[src/rqp_pkg.sv]
package rqp_pkg;

	// ****************************************************************
	// descriptor field positions
	// ****************************************************************
	localparam int DESC_TYPE_LSB = 75;
	localparam int DESC_TAG_LSB  = 96;
	localparam int TYPE_W        = 4;
	localparam int TAG_W         = 6;
	localparam int TAG_COUNT     = 64;
	localparam int OFF_W         = 3;
	localparam int BE_W          = 4;
	localparam int KEEP_W        = 8;

	// ****************************************************************
	// request type codes
	// ****************************************************************
	localparam logic [3:0] TYPE_MEM_RD  = 4'h0;
	localparam logic [3:0] TYPE_MEM_WR  = 4'h1;
	localparam logic [3:0] TYPE_IO_RD   = 4'h2;
	localparam logic [3:0] TYPE_IO_WR   = 4'h3;
	localparam logic [3:0] TYPE_FADD    = 4'h4;
	localparam logic [3:0] TYPE_SWAP    = 4'h5;
	localparam logic [3:0] TYPE_CAS     = 4'h6;
	localparam logic [3:0] TYPE_LOCK_RD = 4'h7;
	localparam logic [3:0] TYPE_CFG0_RD = 4'h8;
	localparam logic [3:0] TYPE_CFG0_WR = 4'h9;
	localparam logic [3:0] TYPE_CFG1_RD = 4'hA;
	localparam logic [3:0] TYPE_CFG1_WR = 4'hB;
	localparam logic [3:0] TYPE_MSG     = 4'hC;
	localparam logic [3:0] TYPE_MSG_VD  = 4'hD;
	localparam logic [3:0] TYPE_MSG_ATS = 4'hE;

	// ****************************************************************
	// constant values
	// ****************************************************************
	localparam logic [3:0] BE_ALL         = 4'hF;
	localparam logic [3:0] BE_NONE        = 4'h0;
	localparam logic [7:0] KEEP_DESC_64   = 8'h03;
	localparam logic [7:0] KEEP_DESC_WIDE = 8'h0F;
	localparam logic [1:0] DESC_BEAT_64   = 2'h1;
	localparam logic [1:0] DESC_BEAT_WIDE = 2'h0;
	localparam logic [1:0] CNT_FIRST      = 2'h0;
	localparam logic [1:0] CNT_PAYLOAD    = 2'h2;
	localparam logic [2:0] OFF_ZERO       = 3'h0;

	// ****************************************************************
	// state of the request port
	// ****************************************************************
	typedef struct packed {
		logic                          ready;
		logic [1:0]                    cnt;
		logic [TYPE_W-1:0]             rtype;
		logic [OFF_W-1:0]              off;
		logic [BE_W-1:0]               hbe;
		logic [BE_W-1:0]               tbe;
		logic                          abort;
		logic                          bad;
		logic [TAG_COUNT-1:0]          busy;
		logic [TAG_COUNT-1:0][OFF_W-1:0] offs;
		logic [TAG_W-1:0]              tag;
		logic                          tag_stb;
		logic                          pkt_end;
		logic                          pkt_null;
		logic [TYPE_W-1:0]             pkt_type;
		logic [BE_W-1:0]               pkt_hbe;
		logic [BE_W-1:0]               pkt_tbe;
		logic                          err;
		logic [OFF_W-1:0]              cpl_align;
		logic                          full;
	} rqp_state_t;

	// ****************************************************************
	// type classes
	// ****************************************************************
	function automatic logic rqp_is_np(input logic [3:0] t);
		rqp_is_np = (t != TYPE_MEM_WR) && (t < TYPE_MSG);
	endfunction : rqp_is_np

	function automatic logic rqp_is_read(input logic [3:0] t);
		rqp_is_read = (t == TYPE_MEM_RD) || (t == TYPE_IO_RD) ||
			(t == TYPE_LOCK_RD) || (t == TYPE_CFG0_RD) ||
			(t == TYPE_CFG1_RD);
	endfunction : rqp_is_read

	function automatic logic rqp_is_atomic(input logic [3:0] t);
		rqp_is_atomic = (t == TYPE_FADD) || (t == TYPE_SWAP) ||
			(t == TYPE_CAS);
	endfunction : rqp_is_atomic

	function automatic logic rqp_is_msg(input logic [3:0] t);
		rqp_is_msg = (t >= TYPE_MSG) && (t <= TYPE_MSG_ATS);
	endfunction : rqp_is_msg

endpackage : rqp_pkg

[src/rqp_request_port.sv]
`timescale 1ns/1ps

module rqp_request_port #(
	parameter int DATA_W       = 128,
	parameter bit USER_TAG     = 1'b0,
	parameter bit ADDR_ALIGNED = 1'b0,
	parameter bit IS_ENDPOINT  = 1'b1
) (
	input  wire logic                           CLOCK_I,
	input  wire logic                           RST_I,
	input  wire logic                           REQ_VALID_I,
	output      logic                           REQ_READY_O,
	input  wire logic [DATA_W-1:0]              REQ_DATA_I,
	input  wire logic                           REQ_LAST_I,
	input  wire logic [rqp_pkg::KEEP_W-1:0]     REQ_KEEP_I,
	input  wire logic [rqp_pkg::BE_W-1:0]       REQ_HEAD_BE_I,
	input  wire logic [rqp_pkg::BE_W-1:0]       REQ_TAIL_BE_I,
	input  wire logic [rqp_pkg::OFF_W-1:0]      REQ_ADDR_OFFSET_I,
	input  wire logic                           REQ_ABORT_I,
	output      logic [rqp_pkg::TAG_W-1:0]      TAG_OUT_O,
	output      logic                           TAG_STROBE_O,
	output      logic                           PKT_END_O,
	output      logic                           PKT_NULL_O,
	output      logic [rqp_pkg::TYPE_W-1:0]     PKT_TYPE_O,
	output      logic [rqp_pkg::BE_W-1:0]       PKT_HEAD_BE_O,
	output      logic [rqp_pkg::BE_W-1:0]       PKT_TAIL_BE_O,
	output      logic                           INTERNAL_ERR_O,
	input  wire logic                           CPL_FREE_I,
	input  wire logic [rqp_pkg::TAG_W-1:0]      CPL_TAG_I,
	input  wire logic [rqp_pkg::TAG_W-1:0]      CPL_LOOKUP_TAG_I,
	output      logic [rqp_pkg::OFF_W-1:0]      CPL_ALIGN_O,
	output      logic                           TABLE_FULL_O
);

	// ****************************************************************
	// elaboration checks and width dependent constants
	// ****************************************************************
	if (DATA_W != 64 && DATA_W != 128 && DATA_W != 256)
	begin : g_bad_width
		$error("data width must be 64, 128 or 256");
	end

	localparam bit NARROW = (DATA_W == 64);
	localparam int TYPE_POS = NARROW ?
		rqp_pkg::DESC_TYPE_LSB - 64 : rqp_pkg::DESC_TYPE_LSB;
	localparam int TAG_POS = NARROW ?
		rqp_pkg::DESC_TAG_LSB - 64 : rqp_pkg::DESC_TAG_LSB;
	localparam logic [1:0] DESC_BEAT = NARROW ?
		rqp_pkg::DESC_BEAT_64 : rqp_pkg::DESC_BEAT_WIDE;
	localparam logic [7:0] KEEP_DESC = NARROW ?
		rqp_pkg::KEEP_DESC_64 : rqp_pkg::KEEP_DESC_WIDE;

	// ****************************************************************
	// state and next state
	// ****************************************************************
	rqp_pkg::rqp_state_t s;
	rqp_pkg::rqp_state_t next_s;

	logic                         take;
	logic                         at_desc;
	logic                         np_take;
	logic                         abort_now;
	logic                         bad_now;
	logic [rqp_pkg::TYPE_W-1:0]   cur_type;
	logic [rqp_pkg::OFF_W-1:0]    off_now;
	logic [rqp_pkg::BE_W-1:0]     hbe_now;
	logic [rqp_pkg::BE_W-1:0]     tbe_now;
	logic [rqp_pkg::TAG_W-1:0]    pick;
	logic [rqp_pkg::TAG_W-1:0]    new_tag;

	always_comb
	begin
		next_s    = s;
		take      = REQ_VALID_I && s.ready;
		at_desc   = (s.cnt == DESC_BEAT);
		cur_type  = at_desc ? REQ_DATA_I[TYPE_POS +: rqp_pkg::TYPE_W] :
			s.rtype;
		hbe_now   = (s.cnt == rqp_pkg::CNT_FIRST) ? REQ_HEAD_BE_I : s.hbe;
		tbe_now   = (s.cnt == rqp_pkg::CNT_FIRST) ? REQ_TAIL_BE_I : s.tbe;
		// completion start lane comes from the request offset when ADDR_ALIGNED is set, else zero
		off_now   = rqp_pkg::OFF_ZERO;
		if (ADDR_ALIGNED)
		begin
			off_now = (s.cnt == rqp_pkg::CNT_FIRST) ?
				REQ_ADDR_OFFSET_I : s.off;
		end
		// lowest free tag
		pick = '0;
		for (int i = rqp_pkg::TAG_COUNT - 1; i >= 0; i--)
		begin
			if (!s.busy[i])
			begin
				pick = rqp_pkg::TAG_W'(i);
			end
		end
		new_tag = USER_TAG ? REQ_DATA_I[TAG_POS +: rqp_pkg::TAG_W] :
			pick;
		np_take   = take && at_desc && rqp_pkg::rqp_is_np(cur_type);
		abort_now = s.abort || REQ_ABORT_I;
		bad_now   = s.bad;

		next_s.tag_stb = 1'b0;
		next_s.pkt_end = 1'b0;
		next_s.err     = 1'b0;

		// ************************************************************
		// split completion table
		// ************************************************************
		if (CPL_FREE_I)
		begin
			next_s.busy[CPL_TAG_I] = 1'b0;
		end
		if (np_take)
		begin
			next_s.busy[new_tag] = 1'b1;
			next_s.offs[new_tag] = off_now;
			if (!USER_TAG)
			begin
				next_s.tag     = new_tag;
				next_s.tag_stb = 1'b1;
			end
		end
		next_s.cpl_align = s.offs[CPL_LOOKUP_TAG_I];

		// ************************************************************
		// request packet tracking
		// ************************************************************
		if (take)
		begin
			if (s.cnt == rqp_pkg::CNT_FIRST)
			begin
				next_s.off = REQ_ADDR_OFFSET_I;
				next_s.hbe = REQ_HEAD_BE_I;
				next_s.tbe = REQ_TAIL_BE_I;
			end
			if (at_desc)
			begin
				next_s.rtype = cur_type;
			end
			// descriptor lanes must all be kept
			if (s.cnt <= DESC_BEAT &&
				(REQ_KEEP_I & KEEP_DESC) != KEEP_DESC)
			begin
				bad_now = 1'b1;
			end
			// reads end on the descriptor beat
			if (at_desc && rqp_pkg::rqp_is_read(cur_type) && !REQ_LAST_I)
			begin
				bad_now = 1'b1;
			end
			// packet shorter than its descriptor
			if (s.cnt < DESC_BEAT && REQ_LAST_I)
			begin
				bad_now = 1'b1;
			end
			// dword mode: payload lanes follow the descriptor with no gap
			if (!ADDR_ALIGNED &&
				(REQ_KEEP_I & (REQ_KEEP_I + 8'h01)) != 8'h00)
			begin
				bad_now = 1'b1;
			end
			if (REQ_LAST_I)
			begin
				next_s.pkt_end  = 1'b1;
				next_s.pkt_null = abort_now || bad_now;
				next_s.err      = IS_ENDPOINT && abort_now;
				next_s.pkt_type = cur_type;
				next_s.pkt_hbe  = hbe_now;
				next_s.pkt_tbe  = tbe_now;
				if (rqp_pkg::rqp_is_msg(cur_type))
				begin
					next_s.pkt_hbe = rqp_pkg::BE_NONE;
					next_s.pkt_tbe = rqp_pkg::BE_NONE;
				end
				else if (rqp_pkg::rqp_is_atomic(cur_type))
				begin
					next_s.pkt_hbe = rqp_pkg::BE_ALL;
					next_s.pkt_tbe = rqp_pkg::BE_ALL;
				end
				next_s.cnt   = rqp_pkg::CNT_FIRST;
				next_s.abort = 1'b0;
				next_s.bad   = 1'b0;
			end
			else
			begin
				if (s.cnt != rqp_pkg::CNT_PAYLOAD)
				begin
					next_s.cnt = 2'(s.cnt + 2'h1);
				end
				next_s.abort = abort_now;
				next_s.bad   = bad_now;
			end
		end

		next_s.full  = &next_s.busy;
		// stall only the descriptor beat while the table is full and USER_TAG is clear
		next_s.ready = USER_TAG || !next_s.full ||
			(next_s.cnt != DESC_BEAT);
	end

	always_ff @(posedge CLOCK_I)
	begin
		if (RST_I)
		begin
			s <= '0;
		end
		else
		begin
			s <= next_s;
		end
	end

	// ****************************************************************
	// outputs
	// ****************************************************************
	assign REQ_READY_O    = s.ready;
	assign TAG_OUT_O      = s.tag;
	assign TAG_STROBE_O   = s.tag_stb;
	assign PKT_END_O      = s.pkt_end;
	assign PKT_NULL_O     = s.pkt_null;
	assign PKT_TYPE_O     = s.pkt_type;
	assign PKT_HEAD_BE_O  = s.pkt_hbe;
	assign PKT_TAIL_BE_O  = s.pkt_tbe;
	assign INTERNAL_ERR_O = s.err;
	assign CPL_ALIGN_O    = s.cpl_align;
	assign TABLE_FULL_O   = s.full;
endmodule : rqp_request_port

[config.mk]
export PLATFORM = sky130hd
export DESIGN_NAME = rqp_request_port
export DESIGN_NICKNAME = d
export VERILOG_FILES = /design/src/rqp_pkg.sv /design/src/rqp_request_port.sv
export SDC_FILE = /design/constraint.sdc
export NUM_CORES = 1
export LEC_CHECK = 0
export ABC_AREA = 1
export BUFFER_PORTS_ARGS = -buffer_cell sky130_fd_sc_hd__buf_2
export CELL_PAD_IN_SITES_DETAIL_PLACEMENT = 0
export CELL_PAD_IN_SITES_GLOBAL_PLACEMENT = 1
export CORE_ASPECT_RATIO = 0.6
export CORE_MARGIN = 10
export CORE_UTILIZATION = 40
export DETAILED_ROUTE_END_ITERATION = 16
export PLACE_DENSITY = 0.8
export SETUP_SLACK_MARGIN = 0.5
export SYNTH_ARGS = -nofsm -noshare
export SYNTH_HDL_FRONTEND = slang
export SYNTH_SLANG_ARGS = --single-unit
[constraint.sdc]
create_clock -name CLOCK_I -period 9.8 [get_ports CLOCK_I]
set_clock_uncertainty 0.2 [all_clocks]
set_input_delay 1.47 -clock CLOCK_I [delete_from_list [all_inputs] [get_ports CLOCK_I]]
set_output_delay 1.47 -clock CLOCK_I [all_outputs]
set_load 0.03 [all_outputs]
==> run summary <==
status -> finished, final reports clean
Yosys top cell by area -> dfxtp_1
I/O pin cnt -> 192
Final Max Slew Viols -> 0
Port Buffers -> 64
Synth Area per Inst -> 7.15 um2
synth top area cells -> dfxtp_1 (46%), nand3_1 (11%), nand2_1 (7.4%)
initial antenna violation count -> 1
Flop pwr share -> 47.5%
power share of the clock group -> 45.5%
Initial Utilization -> 41.1%
sequential-to-total area share from yosys stat -> 46.1%
relative slew slack -> 32.9%
H-tree depth -> 1
Distinct cells, synth -> 35
Startpoint Class -> flop
CP Buf/Inv Count -> 1
Die ar. -> 40300 um2
post-cts sizing count -> 0
hold buffers post-CTS -> 0
RSZ-0062 raised after global routing -> false
Synth Flop Type -> dfxtp_1
Comb pwr share -> 7.0%
Synth Cell Area -> 13000 um2
clock-pin slew on the worst setup and hold paths -> 70 ps
setup bufs post-CTS -> 0
Hold Path Cell Cnt -> 2
measured slew at the worst slew-check pin -> 1010 ps
Crit-path slowest cell -> nand2_4
Filler cells -> 3233
Power Dens Cells -> 180 nW/um2
Setup TNS -> 0 ps
r2r setup slk -> 3860 ps
most frequent cells in the layout -> dfxtp_1 (299), nand3_1 (278), nand2_1 (255)
Max clock buf depth -> 3
CTS root buffer -> clkbuf_16
Post-synth EDFFs -> 0
cells on worst reg2reg path -> 69
Peak VDD IR -> 0.121 mV
GP Congestion -> 0.868
fin area -> 14400 um2
Yosys top cell area share -> 46.1%
Mapped Nets -> 1984
Tmin final -> 5940 ps
Synth-to-Final Area Change -> 10.7%
Internal -> 1.95 mW
wirelength, routed -> 41.2 mm
Core Area -> 31600 um2
CTS Buf Count -> 29
Leak Pwr -> 7.06 nW
Hold WC Path Type -> flop to flop
clock sinks -> 299
Skew-Pair Late Insertion Delay -> 580 ps
largest net degree at the start of global routing -> 131
Crit path required time -> 10030 ps
Initial DRC Count -> 1588
Die Wd -> 253 um
RR Endpoint -> REQ_READY_O$_SDFF_PP0_
crit-path max cell delay -> 480 ps
Nets -> 1979
reg2reg start -> s[281]$_SDFF_PP0_
Switching Fraction -> 24.7%
Die Span Y -> 160 um
Hold Path Sink -> s[298]$_SDFFE_PP0P_
first-pass GRT wire length -> 64.4 mm
grt total ovfl -> 0
commonest non-fill, non-tap cell in the layout -> dfxtp_1
vias after detailed routing -> 12.3k
yosys warns -> 0
CP Max Fanout -> 33
share of cells above drive strength 1 -> 7.36%
#FFs+latches synth -> 299
Tcrit/Tclk final -> 60.7%
Final ANT Viol Nets -> 0
Inserted Diodes -> 0
vias per cell -> 5.46
CTS tree -> done
Setup crit end kind -> flop
Net Switching -> 0.639 mW
DR WL/cell -> 18.3 um
critical path's top delay family -> simple AND/OR/NAND/NOR gates
share of async-settable or async-resettable flops after synthesis -> 0%
Data arrival, critical path -> 6170 ps
Crit Path Category -> flop to flop
Mapped Cells -> 1817
All-Layer GR Usage -> 19.8%
Hold Violations, Final -> 0
FMAX -> 168 MHz
final setup vio count -> 0
most frequent CP cell -> nand2_1
DR DRC count -> 0
DRT Pass-1 Iters -> 5
vias in the first global route -> 10.9k
hold path startpoint -> s[298]$_SDFFE_PP0P_
Placed Area -> 13400 um2
number of max-cap violations -> 0
Post-DP HPWL -> 28.1 mm
Rows -> 50
==> power by group through the flow <==
| stage | Combinational (mW) | Clock, mW | Sequential, mW |
|---|---|---|---|
| floorplan | 0.123 | 0 | 1.26 |
| detailed placement | 0.179 | 0 | 1.26 |
| global route | 0.198 | 1.25 | 1.23 |
| global placement | 0.179 | 0 | 1.26 |
| CTS | 0.179 | 1.19 | 1.23 |
| finish | 0.182 | 1.18 | 1.23 |
==> registers in the layout (all words and copies together), names as in the netlist, 3 cells and up <==
name	count
PKT_TAIL_BE_O	4
PKT_TYPE_O	4
s	272
CPL_ALIGN_O	3
PKT_HEAD_BE_O	4
TAG_OUT_O	6
==> logic make-up (layout without fill, tap and decap cells) <==
kind of cell    after synthesis  in the layout  synth area share (%)
simple gates                786            786                  26.5
compound gates              361            361                  15.7
buf+inv                     369            385                  11.5
fa+ha+maj                     2              2                 0.193
flops                       299            299                  46.1
==> per-stage QoR <==
step / setup WS [ps] / util, % / std cells / hold slack (ps) / power, mW
detailed placement: 4030 / 42.4 / 2197 / 235 / 1.43
floorplan: 5690 / - / 1817 / 221 / 1.38
CTS: 3970 / 45.5 / 2249 / 246 / 2.60
finish: 3860 / 45.5 / 2249 / 244 / 2.59
global placement: 4060 / 42.4 / 2197 / 230 / 1.43
global route: 3040 / 45.5 / 2249 / 265 / 2.68
==> worst max-delay path by stage <==
stage / to / slack (ps) / depth (start not counted) / startpoint
5_1_grt: REQ_READY_O$_SDFF_PP0_ / 3040 / 69 / s[281]$_SDFF_PP0_
3_3_place_gp: REQ_READY_O$_SDFF_PP0_ / 4060 / 69 / s[281]$_SDFF_PP0_
4_1_cts: REQ_READY_O$_SDFF_PP0_ / 3970 / 69 / s[281]$_SDFF_PP0_
3_5_place_dp: REQ_READY_O$_SDFF_PP0_ / 4030 / 69 / s[281]$_SDFF_PP0_
6_report: REQ_READY_O$_SDFF_PP0_ / 3860 / 69 / s[281]$_SDFF_PP0_
2_1_floorplan: REQ_READY_O$_SDFF_PP0_ / 5690 / 70 / s[281]$_SDFF_PP0_
==> cell usage after synthesis, drive strengths merged (4+ instances only) <==
cell type and number:
nand4 38, nand3 278, o221ai 37, o211ai 8, nor2 193, o21ai 188, clkbuf 77, or2 4
a21oi 93, a31oi 7, nor3 14, nand2 258, o22ai 12, buf 35, dfxtp 299, inv 255
==> cell type report <==
| cell class | count | area [um2] | share of cell area [%] |
|---|---|---|---|
| clock inverter | 10 | 131 | 0.913 |
| clock buffer | 42 | 855 | 5.94 |
| multi-input combinational | 1149 | 5510 | 38.3 |
| inverter | 257 | 970 | 6.74 |
| tap | 416 | 520 | 3.62 |
| timing repair buffer | 76 | 410 | 2.85 |
| sequential | 299 | 5990 | 41.6 |
==> tightest hold or removal path, stage by stage (launching register included) <==
cell and delay [ps]:
dfxtp_1 310, inv_1 40, a21oi_1 50
==> per-layer routing <==
layer	routed length [um]	global-route usage, %	share of wire, %
met5	0	0	0
met3	3450	2.93	8.4
met2	16200	26.8	39
met1	20900	31.7	51
met4	607	3.62	1.5
(Power assumes the default switching activity.)
